<file path="src/inc/output_driver_regs.svh">
// register offsets, field positions and timing constants of the output driver
`ifndef OUTPUT_DRIVER_REGS_SVH
`define OUTPUT_DRIVER_REGS_SVH
`define FRAME_BITS        16
`define CRC_FRAME_BITS    24
`define POS_ADDR_HI       15
`define POS_ADDR_LO       13
`define POS_RW            12
`define POS_ZERO          11
`define POS_RANGE_HI      10
`define POS_RANGE_LO      7
`define POS_CLEAR_VALUE_SELECT        6
`define POS_OUTPUT_ENABLE_BIT         5
`define POS_SWCLEAR       4
`define POS_RSEL          3
`define POS_SWRESET       2
`define READ_ONE_BIT      1'h1
`define READ_ZERO_BIT     1'h0
`define CRC_POLY          8'h07
`define CTRL_RESET        8'h00
`define READ_FIRST_EDGE   5'h05
`endif

</file>
<file path="src/inc/output_driver_pkg.sv">
// types shared by the output driver files
package output_driver_pkg;
  typedef enum logic [3:0]
  {
    CFG_OFF    = 4'h0,
    CFG_CURENT = 4'h1,
    CFG_VOLT   = 4'h2,
    CFG_BAD    = 4'h4
  } out_kind_type;
  typedef struct packed
  {
    logic [3:0] rangeCode;
    logic       clearSel;
    logic       outEnable;
    logic       softClear;
    logic       senseSel;
  } ctrl_type;
endpackage

</file>
<file path="src/inc/frame_if.sv">
// frame capture results passed from the shifter to the register bank
`timescale 1ns/1ps
`default_nettype none
interface frame_if;
  logic        frameDone;
  logic [23:0] frameBits;
  logic [4:0]  bitCount;
  logic        sclkRise;
  logic        syncHigh;
  modport shifter (output frameDone, frameBits, bitCount, sclkRise, syncHigh);
  modport bank (input frameDone, frameBits, bitCount, sclkRise, syncHigh);
endinterface
`default_nettype wire

</file>
<file path="src/verilog/serial_frame_rx.sv">
// serial frame receiver: synchronises the link pins and shifts in bits
`timescale 1ns/1ps
`default_nettype none
`include "output_driver_regs.svh"
module serial_frame_rx
  import output_driver_pkg::*;
(
  input  wire logic clock,
  input  wire logic rst,
  input  wire logic sclk,
  input  wire logic syncN,
  input  wire logic sdi,
  frame_if.shifter  fr
);
  logic [1:0]  sclkSync_ff;
  logic [1:0]  syncSync_ff;
  logic [1:0]  sdiSync_ff;
  logic        sclkLast_ff;
  logic        syncLast_ff;
  logic [23:0] shift_ff;
  logic [4:0]  count_ff;
  logic        done_ff;
  logic        sclkFall;
  logic        syncRise;

  // two-stage synchronisers
  always_ff @(posedge clock)
  begin
    if (rst)
    begin
      sclkSync_ff <= 2'h3;
      syncSync_ff <= 2'h3;
      sdiSync_ff  <= 2'h0;
      sclkLast_ff <= 1'h1;
      syncLast_ff <= 1'h1;
    end
    else
    begin
      sclkSync_ff <= {sclkSync_ff[0], sclk};
      syncSync_ff <= {syncSync_ff[0], syncN};
      sdiSync_ff  <= {sdiSync_ff[0], sdi};
      sclkLast_ff <= sclkSync_ff[1];
      syncLast_ff <= syncSync_ff[1];
    end
  end

  assign sclkFall = sclkLast_ff & ~sclkSync_ff[1];
  assign syncRise = ~syncLast_ff & syncSync_ff[1];

  // msb-first shift on falling sclk while sync low
  always_ff @(posedge clock)
  begin
    if (rst)
    begin
      shift_ff <= 24'h000000;
      count_ff <= 5'h00;
      done_ff  <= 1'h0;
    end
    else
    begin
      done_ff <= syncRise;
      if (syncRise)
      begin
        count_ff <= count_ff;
      end
      else if (syncSync_ff[1])
      begin
        count_ff <= 5'h00;
      end
      else if (sclkFall)
      begin
        shift_ff <= {shift_ff[22:0], sdiSync_ff[1]};
        if (count_ff != 5'h1F)
        begin
          count_ff <= count_ff + 5'h01;
        end
      end
    end
  end

  assign fr.frameDone = done_ff;
  assign fr.frameBits = shift_ff;
  assign fr.bitCount  = count_ff;
  assign fr.sclkRise  = ~sclkLast_ff & sclkSync_ff[1];
  assign fr.syncHigh  = syncSync_ff[1];
endmodule
`default_nettype wire

</file>
<file path="src/verilog/output_driver_range_ctrl_status.sv">
// control and status bank of the voltage/current output driver
// What this block does
// - rsel 0 codes 0-2 external-resistor current ranges
// - voltage codes decode; 40/44 V only rsel 0
// - rsel 1 codes 0-2 internal-resistor current ranges
// - rsel 1 codes D-F current overranges
// - clear select picks zero or midscale target
// - outputs disabled unless output enable set
// - addressed frame with read bit starts readback
// - data out tristate; enabled, data from edge 5
// - sync rising edge returns data out tristate
// - one read word holds status and control
// - read word layout address,1,0,range,ctrl,flags
// - four read-only flags, writes cannot set
// - any flag drives shared fault output low, software mode only
// - failing crc-8 sets crc error flag
// - overtemperature indication sets its flag
// - open current and shorted voltage set flags
// - hardware mode decodes range pins; range select output from control word
// - hardware mode: three dedicated fault pins
// - 16-bit msb-first frames on falling sclk
// - writes and read requests act only when address matches straps
// - 24-bit frame crc checked at sync rise
// - status read clears crc flag; shared fault clears only if no other flag set
`timescale 1ns/1ps
`default_nettype none
`include "output_driver_regs.svh"
module output_driver_range_ctrl_status
  import output_driver_pkg::*;
(
  input  wire logic       clock,
  input  wire logic       rst,
  input  wire logic       sclk,
  input  wire logic       syncN,
  input  wire logic       sdi,
  output logic            sdoOut,
  output logic            sdoOe,
  input  wire logic [2:0] addrStrapPins,
  input  wire logic       hardwareModeStrap,
  input  wire logic [3:0] rangeCodePins,
  input  wire logic       senseSelPin,
  input  wire logic       outEnablePin,
  input  wire logic       overTempIn,
  input  wire logic       currentOpenIn,
  input  wire logic       voltageShortIn,
  output logic            faultOut,
  output logic            faultOe,
  output logic            currentFaultNOut,
  output logic            currentFaultNOe,
  output logic            voltageFaultNOut,
  output logic            voltageFaultNOe,
  output logic            tempFaultNOut,
  output logic            tempFaultNOe,
  output logic            currentOutEnable,
  output logic            voltageOutEnable,
  output logic            externalSenseSel,
  output logic            overrangeSel,
  output logic [3:0]      rangeSelOut,
  output logic            clearActive,
  output logic            clearToMidscale,
  output logic            configIllegal
);
  frame_if fr ();

  serial_frame_rx rx
  (
    .clock (clock),
    .rst   (rst),
    .sclk  (sclk),
    .syncN (syncN),
    .sdi   (sdi),
    .fr    (fr)
  );

  logic [2:0]   strapSync0_ff;
  logic [2:0]   strapSync_ff;
  logic [8:0]   pinSync0_ff;
  logic [8:0]   pinSync_ff;
  logic [2:0]   faultSync0_ff;
  logic [2:0]   faultSync_ff;
  logic         hwMode_ff;
  ctrl_type     ctrl_ff;
  logic         crcErr_ff;
  logic         reading_ff;
  logic [15:0]  readWord_ff;
  logic         sdo_ff;
  logic [3:0]   kind_ff;
  logic         ovr_ff;
  logic         ext_ff;
  logic [15:0]  word;
  logic         addrOk;
  logic         crcOk;
  logic         is24;
  logic         is16;
  logic         frameOk;
  logic         frameRead;
  ctrl_type     active;
  out_kind_type kind;
  logic [3:0]   flags;

  // crc-8 over a bit string, polynomial x8+x2+x+1
  function automatic logic [7:0] crc8(input logic [15:0] data);
    logic [7:0] c;
    c = 8'h00;
    for (int i = 15; i >= 0; i--)
    begin
      c = {c[6:0], 1'h0} ^ ((c[7] ^ data[i]) ? `CRC_POLY : 8'h00);
    end
    return c;
  endfunction

  // range decode to output kind
  function automatic out_kind_type decodeKind(input logic rs, input logic [3:0] rc);
    unique case (rc)
      4'h0, 4'h1, 4'h2: decodeKind = CFG_CURENT;
      4'h5, 4'h6, 4'h9, 4'hA: decodeKind = CFG_VOLT;
      4'hE, 4'hF: decodeKind = rs ? CFG_CURENT : CFG_VOLT;
      4'hD: decodeKind = rs ? CFG_CURENT : CFG_BAD;
      default: decodeKind = CFG_BAD;
    endcase
  endfunction

  // pin synchronisers
  always_ff @(posedge clock)
  begin
    if (rst)
    begin
      strapSync0_ff <= 3'h0;
      strapSync_ff  <= 3'h0;
      pinSync0_ff   <= 9'h000;
      pinSync_ff    <= 9'h000;
      faultSync0_ff <= 3'h0;
      faultSync_ff  <= 3'h0;
    end
    else
    begin
      strapSync0_ff <= addrStrapPins;
      strapSync_ff  <= strapSync0_ff;
      pinSync0_ff   <= {hardwareModeStrap, rangeCodePins, senseSelPin, outEnablePin, 2'h0};
      pinSync_ff    <= pinSync0_ff;
      faultSync0_ff <= {overTempIn, currentOpenIn, voltageShortIn};
      faultSync_ff  <= faultSync0_ff;
    end
  end

  // strap level followed on every clock once reset is released
  always_ff @(posedge clock)
  begin
    if (rst)
    begin
      hwMode_ff <= 1'h0;
    end
    else
    begin
      hwMode_ff <= pinSync_ff[8];
    end
  end

  assign word   = fr.frameBits[15:0];
  assign is16   = (fr.bitCount == 5'h10);
  assign is24   = (fr.bitCount == 5'h18);
  assign crcOk  = crc8(fr.frameBits[23:8]) == fr.frameBits[7:0];
  assign addrOk = is24 ? (fr.frameBits[23:21] == strapSync_ff) : (word[15:13] == strapSync_ff);

  // frame accepted: legal length, own address, software mode, crc good
  assign frameOk   = fr.frameDone && !hwMode_ff && addrOk && (is16 || (is24 && crcOk));
  assign frameRead = is24 ? fr.frameBits[8 + `POS_RW] : word[`POS_RW];

  // control register writes
  always_ff @(posedge clock)
  begin
    if (rst)
    begin
      ctrl_ff <= `CTRL_RESET;
    end
    else if (frameOk && !frameRead)
    begin
      if (is24 ? fr.frameBits[8 + `POS_SWRESET] : word[`POS_SWRESET])
      begin
        ctrl_ff <= `CTRL_RESET;
      end
      else if (is24)
      begin
        ctrl_ff <= fr.frameBits[`POS_RANGE_HI + 8:`POS_RSEL + 8];
      end
      else
      begin
        ctrl_ff <= word[`POS_RANGE_HI:`POS_RSEL];
      end
    end
  end

  // crc error flag, set wins over read clear
  always_ff @(posedge clock)
  begin
    if (rst)
    begin
      crcErr_ff <= 1'h0;
    end
    else if (fr.frameDone && is24 && !crcOk && !hwMode_ff)
    begin
      crcErr_ff <= 1'h1;
    end
    else if (fr.frameDone && reading_ff)
    begin
      crcErr_ff <= 1'h0;
    end
  end

  assign flags = {crcErr_ff, faultSync_ff};

  // readback armed by a read frame, ended by the following frame
  always_ff @(posedge clock)
  begin
    if (rst)
    begin
      reading_ff <= 1'h0;
    end
    else if (fr.frameDone && reading_ff)
    begin
      reading_ff <= 1'h0;
    end
    else if (frameOk && frameRead)
    begin
      reading_ff <= 1'h1;
    end
  end

  // read word latched at read frame, shifted on rising sclk
  always_ff @(posedge clock)
  begin
    if (rst)
    begin
      readWord_ff <= 16'h0000;
      sdo_ff      <= 1'h0;
    end
    else if (frameOk && frameRead && !reading_ff)
    begin
      readWord_ff <= {strapSync_ff, `READ_ONE_BIT, `READ_ZERO_BIT, ctrl_ff.rangeCode,
                      ctrl_ff.clearSel, ctrl_ff.outEnable, ctrl_ff.senseSel, flags};
    end
    else if (reading_ff && !fr.syncHigh && fr.sclkRise && fr.bitCount >= `READ_FIRST_EDGE)
    begin
      sdo_ff      <= readWord_ff[15];
      readWord_ff <= {readWord_ff[14:0], 1'h0};
    end
  end

  assign sdoOut = sdo_ff;
  assign sdoOe  = reading_ff && !fr.syncHigh;

  // active configuration from pins or control word
  always_comb
  begin
    active = ctrl_ff;
    if (hwMode_ff)
    begin
      active.rangeCode = pinSync_ff[7:4];
      active.senseSel  = pinSync_ff[3];
      active.outEnable = pinSync_ff[2];
      active.softClear = 1'h0;
      active.clearSel  = 1'h0;
    end
  end

  assign kind = decodeKind(active.senseSel, active.rangeCode);

  // registered output configuration
  always_ff @(posedge clock)
  begin
    if (rst)
    begin
      kind_ff <= CFG_OFF;
      ovr_ff  <= 1'h0;
      ext_ff  <= 1'h0;
    end
    else
    begin
      kind_ff <= active.outEnable ? kind : CFG_OFF;
      ovr_ff  <= active.rangeCode[3];
      ext_ff  <= !active.senseSel && kind == CFG_CURENT;
    end
  end

  assign currentOutEnable = kind_ff == CFG_CURENT;
  assign voltageOutEnable = kind_ff == CFG_VOLT;
  assign configIllegal    = kind_ff == CFG_BAD;
  assign externalSenseSel = ext_ff;
  assign overrangeSel     = ovr_ff;
  assign rangeSelOut      = ctrl_ff.rangeCode;
  assign clearActive      = ctrl_ff.softClear && !hwMode_ff;
  assign clearToMidscale  = ctrl_ff.clearSel;

  // fault pins, open drain, low when driven
  assign faultOut         = 1'h0;
  assign faultOe          = !hwMode_ff && (|flags);
  assign currentFaultNOut = 1'h0;
  assign currentFaultNOe  = hwMode_ff && faultSync_ff[1];
  assign voltageFaultNOut = 1'h0;
  assign voltageFaultNOe  = hwMode_ff && faultSync_ff[0];
  assign tempFaultNOut    = 1'h0;
  assign tempFaultNOe     = hwMode_ff && faultSync_ff[2];
endmodule
`default_nettype wire

</file>
<file path="config.mk">
export PLATFORM = sky130hd
export DESIGN_NAME = output_driver_range_ctrl_status
export DESIGN_NICKNAME = d
export VERILOG_FILES = /design/src/inc/output_driver_pkg.sv /design/src/inc/frame_if.sv /design/src/verilog/serial_frame_rx.sv /design/src/verilog/output_driver_range_ctrl_status.sv
export VERILOG_INCLUDE_DIRS = /design/src /design/src/inc
export SDC_FILE = /design/constraint.sdc
export NUM_CORES = 1
export LEC_CHECK = 0
export BUFFER_PORTS_ARGS = -buffer_cell sky130_fd_sc_hd__buf_2
export CAP_MARGIN = 0
export CORE_MARGIN = 2
export CORE_UTILIZATION = 30
export CTS_CLUSTER_DIAMETER = 50
export DETAILED_ROUTE_END_ITERATION = 7
export PLACE_DENSITY = 0.46
export RECOVER_POWER = 25
export SKIP_CTS_REPAIR_TIMING = 1
export SYNTH_ARGS = -nofsm -noshare
export SYNTH_HDL_FRONTEND = slang
export SYNTH_HIERARCHICAL = 1
export SYNTH_SLANG_ARGS = --single-unit
</file>
<file path="constraint.sdc">
create_clock -name clock -period 3.9 [get_ports clock]
set_clock_uncertainty 0.2 [all_clocks]
set_input_delay 0.585 -clock clock [delete_from_list [all_inputs] [get_ports clock]]
set_output_delay 0.585 -clock clock [all_outputs]
set_load 0.02 [all_outputs]
</file>
==> results of run 1 <==
## routing by layer
| layer | vias up | part of all wire | track usage |
|---|---|---|---|
| li1 | 1761 | - | - |
| met1 | 1642 | 0.49 | 0.1817 |
| met2 | 60 | 0.46 | 0.2079 |
| met3 | 13 | 0.025 | 0.02204 |
| met4 | 0 | 0.021 | 0.06969 |
| met5 | - | 0 | 0 |
## cell usage in the layout, fill, tap and decap left out, types with 13 or more instances in the layout
cell type / count
sky130_fd_sc_hd__nand2b_1: 14
sky130_fd_sc_hd__nand2_1: 63
sky130_fd_sc_hd__dfxtp_1: 97
sky130_fd_sc_hd__nor2b_1: 37
sky130_fd_sc_hd__nor2_1: 13
sky130_fd_sc_hd__mux2i_1: 15
sky130_fd_sc_hd__buf_2: 30
sky130_fd_sc_hd__a31oi_1: 13
sky130_fd_sc_hd__nor3b_1: 16
sky130_fd_sc_hd__a21oi_1: 33
## flip-flops by register name, indices dropped and copies added, names as in the netlist, 2 cells and up
signal           count
rx/fr.frameBits     24
strapSync0_ff        3
ctrl_ff              3
faultSync_ff         3
strapSync_ff         3
rx/sdiSync_ff        2
rangeSelOut          4
rx/syncSync_ff       2
rx/fr.bitCount       5
readWord_ff         16
pinSync_ff           7
faultSync0_ff        3
rx/sclkSync_ff       2
kind_ff              3
pinSync0_ff          7
## layout make-up
type,count,area share
multi-input cells,359,0.4871
flip-flops and latches,97,0.3697
well taps,188,0.04478
clock buffers,9,0.04288
repair buffers,41,0.04002
clock inverters,7,0.01191
inverters,5,0.003573
## critical path, stage by stage (launching register included)
cell	delay, ns
sky130_fd_sc_hd__dfxtp_1	0.48
sky130_fd_sc_hd__xor3_2	0.51
sky130_fd_sc_hd__xnor3_1	0.39
sky130_fd_sc_hd__or3_4	0.38
sky130_fd_sc_hd__a22o_4	0.29
sky130_fd_sc_hd__or4_4	0.59
sky130_fd_sc_hd__nand4_1	0.12
sky130_fd_sc_hd__a31oi_1	0.09
## stage by stage
stage	total power [uW]	hold slack [ns]	std cells
floorplan	1097	0.1832	494
global placement	1117	0.1909	690
detailed placement	1119	0.1959	690
CTS	1993	0.1881	706
global route	2039	0.1965	706
finish	1956	0.2023	706
## cell usage after synthesis, types with 4 or more instances
master,count
sky130_fd_sc_hd__dfxtp_1,97
sky130_fd_sc_hd__nand2_1,63
sky130_fd_sc_hd__nor2b_1,37
sky130_fd_sc_hd__a21oi_1,33
sky130_fd_sc_hd__nor3b_1,16
sky130_fd_sc_hd__mux2i_1,15
sky130_fd_sc_hd__clkbuf_1,14
sky130_fd_sc_hd__nand2b_1,14
sky130_fd_sc_hd__a31oi_1,13
sky130_fd_sc_hd__nor2_1,13
sky130_fd_sc_hd__nand3b_1,11
sky130_fd_sc_hd__or2_2,11
sky130_fd_sc_hd__xnor2_1,11
sky130_fd_sc_hd__buf_4,10
sky130_fd_sc_hd__o21ai_0,9
sky130_fd_sc_hd__xnor3_1,9
sky130_fd_sc_hd__buf_2,8
sky130_fd_sc_hd__nand3_1,8
sky130_fd_sc_hd__a21o_1,7
sky130_fd_sc_hd__a22oi_1,7
sky130_fd_sc_hd__or2_1,6
sky130_fd_sc_hd__inv_1,5
sky130_fd_sc_hd__nand4_1,5
sky130_fd_sc_hd__nor4_1,5
sky130_fd_sc_hd__o211ai_1,5
sky130_fd_sc_hd__and2_1,4
sky130_fd_sc_hd__mux2_2,4
sky130_fd_sc_hd__nand4b_1,4
sky130_fd_sc_hd__or3_1,4
## worst max-delay path by stage
stage	start	end	slack, ns	depth (start not counted)
after floorplan	rx/fr.frameBits[22]	readWord_ff[14]	0.94	7
after global placement	rx/fr.frameBits[22]	readWord_ff[3]	0.80	7
after detailed placement	rx/fr.frameBits[22]	readWord_ff[1]	0.73	7
after CTS	rx/fr.frameBits[22]	readWord_ff[1]	0.72	7
after global routing	rx/fr.frameBits[22]	readWord_ff[13]	0.50	7
final	rx/fr.frameBits[22]	readWord_ff[2]	0.66	7
## where the power goes
group	switching (uW)	leakage, uW	internal [uW]
clock network	416	0.000137	446
registers	13.5	0.000790	1010
logic	38.6	0.00108	29.6
## kinds of logic (layout without fill, tap and decap cells)
group	after synthesis	in the layout	synth area share
AO/OA/AOI/OAI	93	93	0.1358
adder cells (fa/ha/maj)	2	2	0.005347
flip-flops	97	97	0.4150
XOR/XNOR	25	25	0.08877
other	1	4	0.0008014
multiplexers	20	20	0.04492
AND/OR/NAND/NOR	215	215	0.2687
buffers and inverters	38	62	0.04064
==> summary.md, run 1 <==
| Metric | Value |
|---|---|
| Setup violations, final | 0 |
| Aggregate negative setup slack | 0 ns |
| Number of storage elements in the synthesis netlist | 97 |
| Data required time at the worst endpoint | 3.87 ns |
| Cells on worst reg2reg path | 7 |
| Setup slack after layout | 0.6562 ns |
| Via count of the routed design | 3476 |
| Shortest period the worst path allows | 3.244 ns |
| DIE AREA | 16610 um2 |
| Final Hold Fails | 0 |
| Overall track demand over capacity in global routing | 0.1347 |
| Placement-stage worst setup slack | 0.7317 ns |
| Type of origin of the critical path | flip-flop |
| Dominant cells by area after synthesis | sky130_fd_sc_hd__dfxtp_1, sky130_fd_sc_hd__nand2_1, sky130_fd_sc_hd__nor2b_1 |
| Reg clk slew, reported paths | 0.07 ns |
| Detail-routed via count per cell | 4.924 |
| Number of cells on the worst hold path | 2 |
| Share of the yosys chip area belonging to registers | 0.4150 |
| Area of all placed cells without fillers | 5253 um2 |
| Data arrival at the endpoint of the critical path | 3.22 ns |
| Placed standard-cell area | 4977 um2 |
| Hold Crit Class | in -> reg |
| Clock buffers created by TritonCTS | 9 |
| Number of buffer cells added on primary ports | 34 |
| Power per Cell Area | 372.4 nW/um2 |
| Utilization after layout | 0.3455 |
| Max Cap Violations | 0 |
| Number of pins exceeding their max-slew limit in the final report | 0 |
| Starting utilization of the core area | 0.3078 |
| Antenna diode count | 0 |
| Fraction of final layout cells with drive strength greater than 1 | 0.1602 |
| Die Height | 128.9 um |
| Overflow left after global routing | 0 |
| R2r startpoint | rx/fr.frameBits[22] |
| Boundary pin count | 39 |
| Number of synthesized flops with an enable pin | 0 |
| Hold-critical path endpoint | rx/syncSync_ff[0] |
| Horizontal die dimension | 128.9 um |
| Area used by multi-input combinational logic | 2559 um2 |
| Detailed Routing Iterations Pass 1 | 6 |
| # clock sinks | 97 |
| Row Count | 45 |
| Crit Path Category | reg -> reg |
| Placeable Area | 15200 um2 |
| Count of mapped cells out of synthesis | 491 |
| Predominant post-synthesis flop cell | sky130_fd_sc_hd__dfxtp_1 |
| Tcrit/Tclk final | 0.8317 |
| Slew HR | 0.02196 |
| Top-area cell type share of the netlist area | 0.4150 |
| Number of remaining DRC errors | 0 |
| CTS tree | yes |
| VDD IR-drop max | 166.0 uV |
| Unrepaired setup endpoints after global routing | false |
| Area growth, synth to finish | 12.25% |
| Initial antenna violation count | 0 |
| Clk root buf | sky130_fd_sc_hd__clkbuf_16 |
| Leak pwr | 0.002005 uW |
| Later-pin clock latency in the skew report | 0.35 ns |
| Yosys warning total | 6 |
| Detail Route Antenna Nets | 0 |
| First-pass GRT wire length | 17270 um |
| Outcome | finished, final reports clean |
| Via count of the first global-routing pass | 3263 |
| DP HPWL | 7508 um |
| Post-synthesis async set-or-reset flop share | 0 |
| Wire length after detailed routing | 10610 um |
| Worst r2r dst | readWord_ff[2] |
| Sequential cell area | 1942 um2 |
| Number of inserted filler cells in the final layout | 1582 |
| Reg2Reg Setup Slack | 0.66 ns |
| Average routed wire per standard cell | 15.03 um |
| Post-layout net count | 533 |
| Maximum number of pins on one net before global-route repair | 36 |
| Critical path capture point type | flip-flop |
| Number of distinct library cell variants in the gate-level netlist after synthesis | 65 |
| Area leader, netlist | sky130_fd_sc_hd__dfxtp_1 |
| Post-Synthesis Mean Instance Area | 9.531 um2 |
| Worst-Margin Slew | 1.467 ns |
| Number of H-tree branching levels | 3 |
| First DRT Iteration DRCs | 220 |
| Start point of the worst hold path | syncN |
| Achievable frequency | 308.3 MHz |
| Maximum number of buffers from clock root to sink | 2 |
| Cell area after synthesis | 4679 um2 |
| GP Congestion | 0.7954 |
| Largest driver fanout on the critical path | 7 |
Power figures use the tool's default switching activity.
==> inputs of run 2 (changes only) <==
==> constraint.sdc (replaced) <==
create_clock -name clock -period 3.2 [get_ports clock]
set_clock_uncertainty 0.2 [all_clocks]
set_input_delay 0.48 -clock clock [delete_from_list [all_inputs] [get_ports clock]]
set_output_delay 0.48 -clock clock [all_outputs]
set_load 0.02 [all_outputs]
==> run 2 against run 1 <==
Compared with the run above: combinational power up 28%; setup slack worse by 0.45 ns; critical path type unchanged; sequential power up 21%; register-to-register slack worse by 0.45 ns; critical path depth unchanged; sequential cell count unchanged; global-route usage up 0.28 points; core utilization up 0.83 points; final cell count up 2.0%; clock-buffer cell count up 1.
==> summary.md, run 2 (synthesized netlist as in run 1, its figures left out) <==
| Metric | Value |
|---|---|
| Outcome | finished, final reports clean |
| Max Cap Violations | 0 |
| VDD IR-drop max | 203.7 uV |
| Detail Route Antenna Nets | 0 |
| Utilization after layout | 0.3538 |
| Post-layout net count | 547 |
| Reg clk slew, reported paths | 0.07 ns |
| Hold Crit Class | in -> reg |
| Max reg flops | 24 |
| Crit Path Category | reg -> reg |
| Horizontal die dimension | 128.9 um |
| Boundary pin count | 39 |
| First-pass GRT wire length | 17670 um |
| Number of remaining DRC errors | 0 |
| Number of pins exceeding their max-slew limit in the final report | 0 |
| Cell chain of the critical path | xor3_2 > xnor3_1 > or3_4 > a22o_4 > nor3_4 > a31oi_4 > mux2_4 |
| Maximum number of buffers from clock root to sink | 2 |
| Leak pwr | 0.002093 uW |
| Most common library cell in the layout ignoring fill and taps | sky130_fd_sc_hd__dfxtp_1 |
| Number of buffer cells added on primary ports | 34 |
| Overflow left after global routing | 0 |
| Antenna diode count | 0 |
| Worst-Margin Slew | 0.9191 ns |
| Tcrit/Tclk final | 0.9353 |
| Overall track demand over capacity in global routing | 0.1375 |
| Shortest period the worst path allows | 2.993 ns |
| Wire length after detailed routing | 10760 um |
| Placeable Area | 15200 um2 |
| Setup slack after layout | 0.2070 ns |
| Slew HR | 0.3863 |
| Row Count | 45 |
| Aggregate negative setup slack | 0 ns |
| Unrepaired setup endpoints after global routing | false |
| Clk root buf | sky130_fd_sc_hd__clkbuf_16 |
| # clock sinks | 97 |
| First DRT Iteration DRCs | 238 |
| Average routed wire per standard cell | 14.95 um |
| CTS tree | yes |
| Starting utilization of the core area | 0.3078 |
| Placement-stage worst setup slack | 0.1952 ns |
| Fraction of final layout cells with drive strength greater than 1 | 0.1823 |
| Data required time at the worst endpoint | 3.24 ns |
| Commonest cells after routing, fill and taps aside | sky130_fd_sc_hd__dfxtp_1, sky130_fd_sc_hd__nand2_1, sky130_fd_sc_hd__nor2b_1, sky130_fd_sc_hd__a21oi_1, sky130_fd_sc_hd__buf_2 |
| Clock buffers created by TritonCTS | 9 |
| Fin Hold WS | 0.1028 ns |
| Die Height | 128.9 um |
| Data arrival at the endpoint of the critical path | 3.03 ns |
| Achievable frequency | 334.1 MHz |
| DIE AREA | 16610 um2 |
| GP Congestion | 0.7983 |
| Number of inserted filler cells in the final layout | 1562 |
| Power per Cell Area | 453.0 nW/um2 |
| Area growth, synth to finish | 14.95% |
| Type of origin of the critical path | flip-flop |
| Number of H-tree branching levels | 3 |
| CP max stage cell | sky130_fd_sc_hd__dfxtp_1 |
| Critical path capture point type | flip-flop |
| Initial antenna violation count | 0 |
| Reg2Reg Setup Slack | 0.21 ns |
| Detailed Routing Iterations Pass 1 | 4 |
| Setup violations, final | 0 |
| Worst path max stage delay | 0.42 ns |
| Via count of the routed design | 3505 |
| Largest driver fanout on the critical path | 8 |
| DP HPWL | 7753 um |
| Detail-routed via count per cell | 4.868 |
| Via count of the first global-routing pass | 3407 |
| Maximum number of pins on one net before global-route repair | 48 |
| Later-pin clock latency in the skew report | 0.35 ns |
| Final Hold Fails | 0 |
==> run 2: critical path, delay by kind of cell, from the launching register on <==
family	cells	cell delay [ns]
xor gates and xnor gates	2	0.78
AOI/OAI and AO/OA	2	0.51
DFF	1	0.42
muxes	1	0.34
and+or+nand+nor	2	0.63
==> run 2: through the flow <==
stage	cells	total power (uW)	area, um2
final	720	2437	5379
after global routing	720	2543	5379
after CTS	720	2485	5386
after detailed placement	704	1365	5082
after global placement	704	1363	5082
after floorplan	494	1337	4691
==> run 2: final cells by class <==
cell class                      count  area [um2]  area share
Tap cell                          188       235.2     0.04373
Multi-Input combinational cell    359        2565      0.4769
Clock inverter                      6       75.07     0.01396
Timing Repair Buffer               55       314.1     0.05839
Clock buffer                       10       229.0     0.04257
Inverter                            5       18.77    0.003489
Sequential cell                    97        1942      0.3610
==> run 2: where the power goes <==
part | leakage, uW | switching [uW] | internal (uW)
Clock | 0.000145 | 484 | 617
Combinational | 0.00116 | 49.7 | 37.7
Sequential | 0.000790 | 14.2 | 1230
Total | 0.00209 | 548 | 1890
==> run 2: routing by layer <==
| metal | vias to the layer above | track usage | wire [um] |
|---|---|---|---|
| met4 | 0 | 0.07545 | 252 |
| met2 | 58 | 0.2101 | 4853 |
| li1 | 1785 | - | - |
| met1 | 1646 | 0.1848 | 5366 |
| met3 | 16 | 0.02370 | 289 |
| met5 | - | 0 | 0 |
==> run 2: final timing paths <==
path	startpoint	endpoint	cells past startpoint
min	syncN	rx/syncSync_ff[0]	2
max	rx/fr.frameBits[16]	ctrl_ff[1]	7
max reg2reg	rx/fr.frameBits[16]	ctrl_ff[1]	7
min reg2reg	rx/sclkSync_ff[0]	rx/sclkSync_ff[1]	1
